## config.mk

```make
export PLATFORM = sky130hd
export DESIGN_NAME = vref_lvd_ctrl
export DESIGN_NICKNAME = d
export VERILOG_FILES = /design/src/rtl/vref_lvd_pkg.sv /design/src/rtl/sync2.sv /design/src/rtl/trip_decode.sv /design/src/rtl/vref_lvd_ctrl.sv
export VERILOG_INCLUDE_DIRS = /design/src /design/src/rtl
export SDC_FILE = /design/constraint.sdc
export NUM_CORES = 1
export LEC_CHECK = 0
export BUFFER_PORTS_ARGS = -buffer_cell sky130_fd_sc_hd__buf_2
export CELL_PAD_IN_SITES_DETAIL_PLACEMENT = 1
export CELL_PAD_IN_SITES_GLOBAL_PLACEMENT = 1
export CORE_AREA = 4 4 82 84
export CTS_CLUSTER_DIAMETER = 100
export CTS_CLUSTER_SIZE = 25
export DETAILED_ROUTE_END_ITERATION = 7
export DIE_AREA = 0 0 86 88
export PLACE_DENSITY_LB_ADDON = 0.1
export SYNTH_ARGS = -nofsm -noshare
export SYNTH_HDL_FRONTEND = slang
export SYNTH_SLANG_ARGS = --single-unit
```

## constraint.sdc

```tcl
create_clock -name clk -period 1.7 [get_ports clk]
set_clock_uncertainty 0.15 [all_clocks]
set_input_delay 0.34 -clock clk [delete_from_list [all_inputs] [get_ports clk]]
set_output_delay 0.34 -clock clk [all_outputs]
set_load 0.005 [all_outputs]
```

## src/rtl/vref_lvd_regs.svh

```systemverilog
// Purpose: register offsets, field positions, reset values and masks
// Assumes: byte addresses on a 32-bit Avalon-MM word bus
// Notes: definitions only
`ifndef VREF_LVD_REGS_SVH
`define VREF_LVD_REGS_SVH

// ==========================================================
// Register word indices and offsets (byte addresses)
`define REF_CTRL_INDEX 8'h9b
`define SUPPLY_MON_INDEX 8'h9c
`define IRQ_CTRL_INDEX 8'ha0
`define REF_CTRL_ADDR 10'h26c
`define SUPPLY_MON_ADDR 10'h270
`define IRQ_CTRL_ADDR 10'h280

// ==========================================================
// Field positions
`define HIGH_REF_EN_BIT 7
`define LOW_REF_EN_BIT 6
`define HIGH_REF_OE_BIT 5
`define LOW_REF_OE_BIT 4
`define BANDGAP_STABLE_BIT 5
`define MONITOR_EN_BIT 4
`define IRQ_FLAG_BIT 0
`define IRQ_ENABLE_BIT 1

// ==========================================================
// Reset values, masks and trip codes
`define REF_CTRL_RESET 8'h00
`define TRIP_SELECT_RESET 4'h5
`define REF_CTRL_WMASK 8'hf0
`define TRIP_EXTERNAL 4'hf
`define TRIP_LOWEST_VALID 4'h4

`endif

```

## src/rtl/vref_lvd_pkg.sv

```systemverilog
// Purpose: shared types of the reference and supply monitor block
// Assumes: used together with vref_lvd_regs.svh
// Notes: types only
package vref_lvd_pkg;

  // Analog-side request group
  typedef struct packed {
    logic bandgap_on;
    logic generator_on;
    logic high_amp_on;
    logic low_amp_on;
    logic high_pin_drive;
    logic low_pin_drive;
    logic monitor_on;
    logic external_select;
  } analog_ctrl_type;

  // Synchronised analog status group
  typedef struct packed {
    logic supply_low;
    logic bandgap_settled;
  } analog_stat_type;

  // Trip code classes
  typedef enum logic [1:0] {
    TRIP_RESERVED = 2'b00,
    TRIP_INTERNAL = 2'b01,
    TRIP_EXT = 2'b10
  } trip_class_type;

  // Bus slave states
  typedef enum logic [1:0] {
    BUS_IDLE = 2'b00,
    BUS_ANSWER = 2'b01,
    BUS_DONE = 2'b10
  } bus_state_type;

endpackage

```

## src/rtl/sync2.sv

```systemverilog
// Purpose: two flip-flop synchroniser for a vector of levels
// Assumes: inputs are slow levels from the analog domain
// Notes: first stage is read only by the second
`timescale 1ns/1ps
module sync2 #(
  parameter int WIDTH = 2
) (
  // Clock and reset
  input wire logic clk,
  input wire logic rst_n,
  // Levels
  input wire logic [WIDTH-1:0] async_in,
  output logic [WIDTH-1:0] sync_out
);

  logic [WIDTH-1:0] stage_reg;

  // Zero width has nothing to carry
  if (WIDTH < 1) begin : g_width_check
    $error("sync2 needs a WIDTH of at least 1");
  end

  // ==========================================================
  // Two-stage capture
  always_ff @(posedge clk) begin
    if (!rst_n) begin
      stage_reg <= '0;
      sync_out <= '0;
    end else begin
      stage_reg <= async_in;
      sync_out <= stage_reg;
    end
  end

endmodule

```

## src/rtl/trip_decode.sv

```systemverilog
// Purpose: classify the trip select code
// Assumes: 4-bit code
// Notes: purely combinational
`timescale 1ns/1ps
`include "vref_lvd_regs.svh"
module trip_decode (
  // Code in
  input wire logic [3:0] trip_select,
  // Class out
  output vref_lvd_pkg::trip_class_type trip_class
);
  import vref_lvd_pkg::*;

  // ==========================================================
  // External, internal level or reserved
  always_comb begin
    if (trip_select == `TRIP_EXTERNAL) begin
      trip_class = TRIP_EXT;
    end else if (trip_select >= `TRIP_LOWEST_VALID) begin
      trip_class = TRIP_INTERNAL;
    end else begin
      trip_class = TRIP_RESERVED;
    end
  end

endmodule

```

## src/rtl/vref_lvd_ctrl.sv

```systemverilog
// Purpose: control of bandgap, two references and the supply monitor
// Assumes: Avalon-MM slave with waitrequest, 25 MHz clk, analog parts outside
// Notes: comparator and settle inputs are synchronised here
//
// Overview of operation
// - High enable powers high amp and generator
// - Low enable powers low amp and generator
// - Generator stays on while any user needs
// - Bandgap on when any user enabled
// - Pin drive needs output enable and enable
// - Monitor enable bit activates the detector
// - Low supply sets flag; enable gates irq
// - Enabled supply interrupt wakes from sleep
// - Trip select is four bits, sixteen codes
// - Flag clear ignored while supply still low
// - Flag set blocked until bandgap settles
// - Read-only stable bit shows settled bandgap
// - Code 1111 selects external trip input
// - Decode external, internal levels, reserved
//
// The Avalon-MM interface to the registers was decided locally.
`timescale 1ns/1ps
`include "vref_lvd_regs.svh"
module vref_lvd_ctrl (
  // Clock and reset
  input wire logic clk,
  input wire logic rst_n,
  // Avalon-MM slave
  input wire logic [9:0] address,
  input wire logic read,
  input wire logic write,
  input wire logic [31:0] writedata,
  input wire logic [3:0] byteenable,
  output logic [31:0] readdata,
  output logic waitrequest,
  output logic [1:0] response,
  // System inputs
  input wire logic brownout_enable,
  input wire logic sleeping,
  // Analog status, asynchronous
  input vref_lvd_pkg::analog_stat_type analog_stat,
  // Analog controls
  output vref_lvd_pkg::analog_ctrl_type analog_ctrl,
  // Interrupt and wake
  output logic supply_irq,
  output logic wake_request
);
  import vref_lvd_pkg::*;

  // ==========================================================
  // Declarations
  logic high_ref_enable;
  logic low_ref_enable;
  logic high_ref_pin_out_enable;
  logic low_ref_pin_out_enable;
  logic supply_monitor_enable;
  logic [3:0] trip_select;
  logic supply_low_flag;
  logic supply_low_irq_enable;
  logic bandgap_stable;
  logic bandgap_on;
  logic generator_on;
  logic flag_clear;
  logic wr_hit;
  logic rd_hit;
  analog_stat_type stat_sync;
  trip_class_type trip_class;
  bus_state_type bus_state_reg;
  bus_state_type bus_state_next;
  logic [31:0] read_value;
  logic mapped;
  logic ref_wr;
  logic mon_wr;
  logic irq_wr;
  logic flag_set;
  logic flag_clear_ok;
  logic irq_active;
  logic [7:0] ref_image;
  logic [7:0] mon_image;

  // Register byte writable only when its own lane is enabled; reads ignore byteenable
  function automatic logic lane_hit(input logic [3:0] be, input logic [9:0] addr);
    lane_hit = be[addr[1:0]];
  endfunction

  // Write strobe of one register: answer cycle, its address, its lane enabled
  function automatic logic write_hit(input logic hit, input logic [9:0] addr,
                                     input logic [9:0] target, input logic [3:0] be);
    write_hit = hit && (addr == target) && lane_hit(be, addr);
  endfunction

  // ==========================================================
  // Analog inputs cross into the core clock
  sync2 #(
    .WIDTH(2)
  ) u_sync (
    .clk(clk),
    .rst_n(rst_n),
    .async_in(analog_stat),
    .sync_out(stat_sync)
  );

  trip_decode u_trip (
    .trip_select(trip_select),
    .trip_class(trip_class)
  );

  // ==========================================================
  // Data always sits in bits 7:0, so each register needs a word of its own
  if (((`REF_CTRL_ADDR % 4) != 0) || ((`SUPPLY_MON_ADDR % 4) != 0) ||
      ((`IRQ_CTRL_ADDR % 4) != 0)) begin : g_align_check
    $error("register offsets must be word aligned");
  end

  // ==========================================================
  // Bus handshake: one wait cycle, answer on the second
  assign wr_hit = (bus_state_reg == BUS_ANSWER) && write;
  assign rd_hit = (bus_state_reg == BUS_ANSWER) && read;

  // Register images as software reads them; unused bits read zero
  assign ref_image = {high_ref_enable, low_ref_enable,
                      high_ref_pin_out_enable, low_ref_pin_out_enable, 4'h0};
  assign mon_image = {2'b00, bandgap_stable, supply_monitor_enable, trip_select};

  // Address decode
  always_comb begin
    mapped = 1'b1;
    read_value = 32'h0000_0000;
    case (address)
      `REF_CTRL_ADDR: begin
        read_value[7:0] = ref_image;
      end
      `SUPPLY_MON_ADDR: begin
        read_value[7:0] = mon_image;
      end
      `IRQ_CTRL_ADDR: begin
        read_value[`IRQ_FLAG_BIT] = supply_low_flag;
        read_value[`IRQ_ENABLE_BIT] = supply_low_irq_enable;
      end
      default: begin
        mapped = 1'b0;
      end
    endcase
  end

  // Bus state machine
  always_comb begin
    case (bus_state_reg)
      BUS_IDLE: bus_state_next = (read || write) ? BUS_ANSWER : BUS_IDLE;
      BUS_ANSWER: bus_state_next = BUS_DONE;
      BUS_DONE: bus_state_next = BUS_IDLE;
      default: bus_state_next = BUS_IDLE;
    endcase
  end

  always_ff @(posedge clk) begin
    if (!rst_n) begin
      bus_state_reg <= BUS_IDLE;
    end else begin
      bus_state_reg <= bus_state_next;
    end
  end

  // Waitrequest drops for exactly the answer cycle
  always_ff @(posedge clk) begin
    if (!rst_n) begin
      waitrequest <= 1'b1;
      readdata <= 32'h0000_0000;
      response <= 2'b00;
    end else begin
      waitrequest <= !(bus_state_next == BUS_ANSWER);
      if (bus_state_next == BUS_ANSWER) begin
        readdata <= read ? read_value : 32'h0000_0000;
        response <= mapped ? 2'b00 : 2'b10;
      end
    end
  end

  // ==========================================================
  // Write strobes, one per register, in the answer cycle only
  assign ref_wr = write_hit(wr_hit, address, `REF_CTRL_ADDR, byteenable);
  assign mon_wr = write_hit(wr_hit, address, `SUPPLY_MON_ADDR, byteenable);
  assign irq_wr = write_hit(wr_hit, address, `IRQ_CTRL_ADDR, byteenable);

  // ==========================================================
  // Reference control register, upper nibble only
  always_ff @(posedge clk) begin
    if (!rst_n) begin
      {high_ref_enable, low_ref_enable,
       high_ref_pin_out_enable, low_ref_pin_out_enable} <= 4'h0;
    end else if (ref_wr) begin
      high_ref_enable <= writedata[`HIGH_REF_EN_BIT];
      low_ref_enable <= writedata[`LOW_REF_EN_BIT];
      high_ref_pin_out_enable <= writedata[`HIGH_REF_OE_BIT];
      low_ref_pin_out_enable <= writedata[`LOW_REF_OE_BIT];
    end
  end

  // Supply monitor control; stable bit is read only
  always_ff @(posedge clk) begin
    if (!rst_n) begin
      supply_monitor_enable <= 1'b0;
      trip_select <= `TRIP_SELECT_RESET;
    end else if (mon_wr) begin
      supply_monitor_enable <= writedata[`MONITOR_EN_BIT];
      trip_select <= writedata[3:0];
    end
  end

  // Interrupt enable
  always_ff @(posedge clk) begin
    if (!rst_n) begin
      supply_low_irq_enable <= 1'b0;
    end else if (irq_wr) begin
      supply_low_irq_enable <= writedata[`IRQ_ENABLE_BIT];
    end
  end

  // Write zero to the flag bit requests a clear
  assign flag_clear = irq_wr && !writedata[`IRQ_FLAG_BIT];

  // ==========================================================
  // Power gating of bandgap and generator
  assign bandgap_on = brownout_enable || supply_monitor_enable ||
                      high_ref_enable || low_ref_enable;
  assign generator_on = bandgap_on;

  // Stable bit follows the settled level only while powered
  always_ff @(posedge clk) begin
    if (!rst_n) begin
      bandgap_stable <= 1'b0;
    end else begin
      bandgap_stable <= bandgap_on && stat_sync.bandgap_settled;
    end
  end

  // ==========================================================
  // Trip only counts once the monitor is on and the bandgap has settled
  assign flag_set = supply_monitor_enable && bandgap_stable && stat_sync.supply_low;

  // Clear honoured only once the supply is back above the trip point
  assign flag_clear_ok = flag_clear && !stat_sync.supply_low;

  // Supply low flag: set wins over clear, clear refused while low
  always_ff @(posedge clk) begin
    if (!rst_n) begin
      supply_low_flag <= 1'b0;
    end else if (flag_set) begin
      supply_low_flag <= 1'b1;
    end else if (flag_clear_ok) begin
      supply_low_flag <= 1'b0;
    end
  end

  // Pending interrupt, shared by irq and wake
  assign irq_active = supply_low_flag && supply_low_irq_enable;

  // Interrupt and wake outputs, registered
  always_ff @(posedge clk) begin
    if (!rst_n) begin
      supply_irq <= 1'b0;
      wake_request <= 1'b0;
    end else begin
      supply_irq <= irq_active;
      wake_request <= sleeping && irq_active;
    end
  end

  // ==========================================================
  // Analog control outputs
  always_ff @(posedge clk) begin
    if (!rst_n) begin
      analog_ctrl <= '0;
    end else begin
      analog_ctrl.bandgap_on <= bandgap_on;
      analog_ctrl.generator_on <= generator_on;
      analog_ctrl.high_amp_on <= high_ref_enable;
      analog_ctrl.low_amp_on <= low_ref_enable;
      analog_ctrl.high_pin_drive <= high_ref_pin_out_enable && high_ref_enable;
      analog_ctrl.low_pin_drive <= low_ref_pin_out_enable && low_ref_enable;
      analog_ctrl.monitor_on <= supply_monitor_enable;
      analog_ctrl.external_select <= (trip_class == TRIP_EXT);
    end
  end

endmodule

```

==> impl_metrics.csv, run 1 <==
group,metric,value,unit
power_and_ir_drop,p_int,0.00131,W
synthesis,synthArstFlopShare,0,
hold_path,hold_class,"input pin to flip-flop",
global_route,grt_pass1_vias,1313,
floorplan,core,5920,µm²
floorplan,ios,99,
route,drcViolationCount,0,
route,vias_per_cell,4.24,
setup_path,crit_path_end_kind,"flip-flop",
placed_design,hpwl,3020,µm
clock_tree,cts_buffer_depth,2,
synthesis,synth_edf_count,0,
route,dr.pass1.iters,3,
clock_tree,numClockSinks,37,
outcome,status,"complete, but fails checks",
synthesis,synthFlopType,"dfxtp_1",
floorplan,dieWidth,86,µm
timing,fmax,545,MHz
setup_path,crit_start,"bus_state_reg[0]$_SDFF_PN0_",
clock_tree,tritoncts,"yes",
clock_tree,cts_buffers,5,
placed_design,io_buffer_count,46,
floorplan,die_area,7570,µm²
flow_run,drv_cap,0,
final_layout,layout-drive-gt1-share,0.372,
power_and_ir_drop,comb_power_share,0.085,
timing,rsz0062_at_grt,"true",
timing,fin_crit_sh,1.08,
placed_design,gp_routability_congestion,0.736,
timing,setup_slack,-0.134,ns
route,drt_iter0_markers,31,
route,wl_per_cell,12.8,µm
final_layout,nNetsFinal,276,
final_layout,largest-register,"readdata",
setup_path,path_max_fanout,4,
synthesis,yosys-top-cells-count,"dfxtp_1, buf_4, nand2_1",
floorplan,rows,28,
floorplan,start_util,0.256,
power_and_ir_drop,seqPwrFrac,0.523,
placed_design,place_ws,-0.352,ns
timing,finalSetupViolations,6,
synthesis,ys_seq_area_frac,0.489,
synthesis,netlist_top_cells_area,"dfxtp_1, buf_4, o21ai_0, and2_1, nand2_1",
timing,setup-tns-final,-0.732,ns
global_route,grt_max_degree,29,
timing,hold_violations,0,
clock_tree,cts-root-buf,"clkbuf_8",
setup_path,reg2reg_from,"bus_state_reg[0]$_SDFF_PN0_",
final_layout,syn_to_final_growth,30.7,%
outcome,violations,"negative setup slack",
route,route.vias.total,1265,
timing,min_period,1.83,ns
clock_tree,worstSkewPairLatency,0.28,ns
synthesis,avgSynthCellArea,9.64,µm²
synthesis,yosysMostFrequentCell,"dfxtp_1",
final_layout,fill_cells,727,
power_and_ir_drop,switching_share,0.225,
global_route,grt_antenna_before_repair,0,
synthesis,postSynthCellCount,157,
setup_path,cp.arrival,1.92,ns
floorplan,die-height,88,µm
hold_path,min-delay-start,"sleeping",
synthesis,ys_types,34,
route,drtAntennaViolNets,0,
clock_tree,path_clk_slew,0.07,ns
timing,drv_slew,0,
power_and_ir_drop,power_density,858,nW/µm²
power_and_ir_drop,power_frac_clock,0.392,
power_and_ir_drop,switching_power,0.000382,W
setup_path,crit_required,1.79,ns
final_layout,largest_reg_flops,8,
setup_path,crit_type,"flip-flop to flip-flop",
synthesis,yosys_warnings,0,
route,wirelength,3830,µm
final_layout,antenna_cells,0,
final_layout,top_regs,"readdata (8), analog_ctrl (7), trip_select (4)",
synthesis,netlist_area,1510,µm²
timing,hold_ws,0.110,ns
synthesis,synth_top_area_share,0.489,
global_route,grt_pass1_wl,6230,µm
power_and_ir_drop,p_leak,0.958,nW
synthesis,yosys.area.top_type,"dfxtp_1",
global_route,overflow,0,
global_route,grtUsageTotal,0.108,
synthesis,synth-seq-cells,37,
power_and_ir_drop,p_total,0.00170,W
setup_path,cp-start-kind,"flip-flop",
clock_tree,htreeDepth,2,
power_and_ir_drop,ir_worst_vdd,0.309,mV
per-stage QoR:
stage	util	area [µm²]	cells
3_3_place_gp	0.312	1850	289
6_report	0.334	1980	298
2_1_floorplan	-	1610	181
4_1_cts	0.332	1970	298
5_1_grt	0.334	1980	298
3_5_place_dp	0.312	1850	289
power by group through the flow:
stage	Sequential [W]	Combinational, W	Clock (W)
floorplan	0.000906	0.000101	0
global placement	0.000906	0.000136	0
detailed placement	0.000907	0.000140	0
CTS	0.000887	0.000142	0.000701
global route	0.000889	0.000163	0.000744
finish	0.000887	0.000145	0.000665
timing repair:
action	in CTS	in global routing
hold buffers	0	0
setup buffers	1	0
pin swaps	1	1
gates resized for setup	4	3
endpoints found under the setup margin	8	8
cloned	0	0
critical path, cell delays in order (launching register included):
cell	delay [ns]
dfxtp_2	0.33
or4bb_4	0.55
or4_4	0.46
nor2_4	0.16
a22o_2	0.15
path summary, 6_finish.rpt:
check,endpoint,slack [ns],depth (start not counted)
max,readdata[3]$_SDFFE_PN0N_,-0.13,4
min,wake_request$_SDFF_PN0_,0.11,2
max reg2reg,readdata[3]$_SDFFE_PN0N_,-0.13,4
min reg2reg,u_sync.sync_out[0]$_SDFF_PN0_,0.28,1
cell families after synthesis:
logic type,count (synthesis),share of synthesized area
and+or+nand+nor,60,0.240
DFF,37,0.489
other,1,0.00248
buffers and inverters,31,0.141
AOI/OAI and AO/OA,26,0.113
muxes,2,0.0132
placed cells by master, fill, tap and decap left out, types with 2 or more instances in the layout:
cell type / n
buf_2: 46
and4b_1: 3
nand2_1: 15
nand4_1: 3
and2_1: 10
dfxtp_1: 36
and3_1: 3
conb_1: 25
clkbuf_8: 7
mux2i_1: 2
a22o_2: 2
inv_1: 2
a22oi_1: 2
nand3_1: 7
o21ai_0: 11
nor2_1: 5
buf_4: 16
a22o_1: 4
nand3b_1: 2
layer usage:
metal / wire length (µm) / track usage
met1: 1530 / 0.120
met2: 1950 / 0.186
met3: 249 / 0.0292
met4: 95 / 0.0604
met5: 0 / 0
cell type report:
class,count,area [µm²],area share
Sequential cell,37,742,0.375
Multi-Input combinational cell,113,672,0.340
Timing Repair Buffer,63,362,0.183
Clock buffer,7,96.3,0.0487
Tap cell,75,93.8,0.0474
Inverter,2,7.51,0.00380
Clock inverter,1,5.00,0.00253
No activity file was read; power rests on OpenSTA's default activity.
==> run 2: changes to the inputs <==
--- a/config.mk
+++ b/config.mk
@@ -9,3 +9,3 @@
 export BUFFER_PORTS_ARGS = -buffer_cell sky130_fd_sc_hd__buf_2
-export CELL_PAD_IN_SITES_DETAIL_PLACEMENT = 1
+export CELL_PAD_IN_SITES_DETAIL_PLACEMENT = 0
 export CELL_PAD_IN_SITES_GLOBAL_PLACEMENT = 1
@@ -20 +20,2 @@
 export SYNTH_SLANG_ARGS = --single-unit
+export TNS_END_PERCENT = 1
==> constraint.sdc (replaced) <==
create_clock -name clk -period 1.7 [get_ports clk]
set_clock_uncertainty 0.15 [all_clocks]
set_input_delay 0.17 -clock clk [delete_from_list [all_inputs] [get_ports clk]]
set_output_delay 0.17 -clock clk [all_outputs]
set_load 0.005 [all_outputs]
==> run 2 against run 1 <==
Compared with the run above:
- the flow still finishes with violations (negative setup slack)
- highest routed layer unchanged
- utilization increased by 0.13 points
- first-iteration DRC count increased by 97%
- sequential cell count unchanged
- die area is the same
- combinational power barely moved
- routed wire length shrank 6.7%
==> impl_metrics.csv, run 2 (synthesis gave the netlist of run 1 again) <==
group,metric,value,unit
outcome,status,"complete, but fails checks",
outcome,violations,"negative setup slack",
power_and_ir_drop,power_frac_clock,0.370,
floorplan,ios,99,
power_and_ir_drop,ir_worst_vdd,0.264,mV
final_layout,antenna_cells,0,
timing,drv_slew,0,
timing,fin_crit_sh,1.08,
final_layout,nNetsFinal,278,
clock_tree,cts_buffers,5,
route,wirelength,3570,µm
floorplan,dieWidth,86,µm
floorplan,die_area,7570,µm²
timing,hold_ws,0.00976,ns
clock_tree,path_clk_slew,0.06,ns
route,drcViolationCount,0,
clock_tree,post_cts_buffers,0,
floorplan,core,5920,µm²
floorplan,die-height,88,µm
final_layout,final_common_cell,"buf_2",
placed_design,hpwl,2710,µm
placed_design,place_ws,-0.171,ns
setup_path,slowest_delay,0.52,ns
route,wl_per_cell,11.9,µm
power_and_ir_drop,switching_power,0.000367,W
route,dr.pass1.iters,4,
route,drtAntennaViolNets,0,
clock_tree,cts-root-buf,"clkbuf_8",
clock_tree,tritoncts,"yes",
hold_path,min_path_cells,3,
clock_tree,cts_buffer_depth,2,
power_and_ir_drop,p_leak,0.947,nW
route,route.vias.total,1235,
hold_path,min-delay-start,"brownout_enable",
floorplan,rows,28,
final_layout,largest-register,"readdata",
global_route,grtUsageTotal,0.0968,
power_and_ir_drop,seqPwrFrac,0.541,
placed_design,io_buffer_count,46,
final_layout,largest_reg_flops,8,
final_layout,syn_to_final_growth,31.2,%
setup_path,crit_type,"flip-flop to flip-flop",
setup_path,cp_slowest_cell,"or4bb_1",
power_and_ir_drop,switching_share,0.224,
route,vias_per_cell,4.13,
timing,rsz0062_at_grt,"true",
hold_path,hold_class,"input pin to flip-flop",
setup_path,cp.arrival,1.92,ns
setup_path,path_max_fanout,4,
timing,fmax,543,MHz
timing,setup_slack,-0.140,ns
final_layout,top_regs,"readdata (8), analog_ctrl (7), trip_select (4)",
global_route,grt_max_degree,29,
power_and_ir_drop,p_int,0.00127,W
timing,finalSetupViolations,5,
clock_tree,htreeDepth,2,
setup_path,cp_cell_sequence,"or4bb_1 > or4_4 > nor2_4 > a22o_2",
setup_path,rrSetupSlack,-0.14,ns
setup_path,cp-start-kind,"flip-flop",
final_layout,layout-drive-gt1-share,0.313,
floorplan,start_util,0.256,
clock_tree,worstSkewPairLatency,0.28,ns
setup_path,ff2ff_path_depth,4,
route,drt_iter0_markers,61,
power_and_ir_drop,power_density,826,nW/µm²
flow_run,drv_cap,0,
final_layout,fill_cells,630,
placed_design,gp_routability_congestion,0.748,
global_route,grt_pass1_wl,5600,µm
clock_tree,numClockSinks,37,
power_and_ir_drop,comb_power_share,0.089,
final_layout,layout_common_cells,"buf_2, dfxtp_1, conb_1, nand2_1, o21ai_0",
setup_path,reg2reg_from,"bus_state_reg[0]$_SDFF_PN0_",
global_route,grt_pass1_vias,1211,
timing,hold_violations,0,
global_route,overflow,0,
hold_path,min_to,"analog_ctrl[6]$_SDFF_PN0_",
setup_path,crit_start,"bus_state_reg[0]$_SDFF_PN0_",
setup_path,crit_path_end_kind,"flip-flop",
global_route,grt_antenna_before_repair,0,
setup_path,crit_required,1.78,ns
timing,min_period,1.84,ns
setup_path,r2r-end,"readdata[2]$_SDFFE_PN0N_",
-- run 2: power groups by stage --
stage | clock, W | sequential (W) | combinational (W)
2_1_floorplan | 0 | 0.000906 | 0.000100
3_3_place_gp | 0 | 0.000906 | 0.000124
3_5_place_dp | 0 | 0.000907 | 0.000126
4_1_cts | 0.000648 | 0.000887 | 0.000144
5_1_grt | 0.000687 | 0.000889 | 0.000165
6_report | 0.000607 | 0.000888 | 0.000145
-- run 2: how the worst max path moves through the flow --
stage                               endpoint  slack, ns  cells past startpoint
floorplan           readdata[2]$_SDFFE_PN0N_      -0.01                      4
global route        readdata[2]$_SDFFE_PN0N_      -0.21                      4
global placement    readdata[3]$_SDFFE_PN0N_      -0.17                      5
finish              readdata[2]$_SDFFE_PN0N_      -0.14                      4
detailed placement  readdata[3]$_SDFFE_PN0N_      -0.17                      5
CTS                 readdata[2]$_SDFFE_PN0N_      -0.16                      4
-- run 2: cell type report --
cell class                 instances  area, µm²  area share
inverter                           2       7.51     0.00378
sequential                        37        742       0.374
clock buffer                       7       86.3      0.0435
timing repair buffer              65        398       0.200
tap                               75       93.8      0.0473
multi-input combinational        113        658       0.331
-- run 2: per-stage QoR --
stage	util	TNS (ns)	total power, W	cells	cell area (µm²)
after floorplan	-	-0.0337	0.00101	181	1600
after global placement	0.302	-0.859	0.00103	282	1790
after detailed placement	0.302	-0.858	0.00103	282	1790
after CTS	0.334	-0.648	0.00168	299	1980
after global routing	0.335	-1.40	0.00174	299	1990
final	0.335	-0.539	0.00164	299	1990
-- run 2: per-layer routing --
metal,part of all wire,GRT usage
met1,0.41,0.104
met2,0.49,0.171
met3,0.082,0.0310
met4,0.022,0.0475
met5,0,0
-- run 2: critical path, delay by kind of cell (launching register included) --
| family | cells | cell delay (ns) |
|---|---|---|
| AO/OA/AOI/OAI | 1 | 0.15 |
| flip-flops | 1 | 0.33 |
| AND/OR/NAND/NOR | 3 | 1.16 |
-- run 2: what timing repair did --
| action | CTS | global route |
|---|---|---|
| pin swaps | 4 | 1 |
| resized for setup | 1 | 1 |
| hold buffers | 10 | 0 |
| endpoints found under the setup margin | 7 | 12 |
| endpoints found under the hold margin | 12 | 0 |
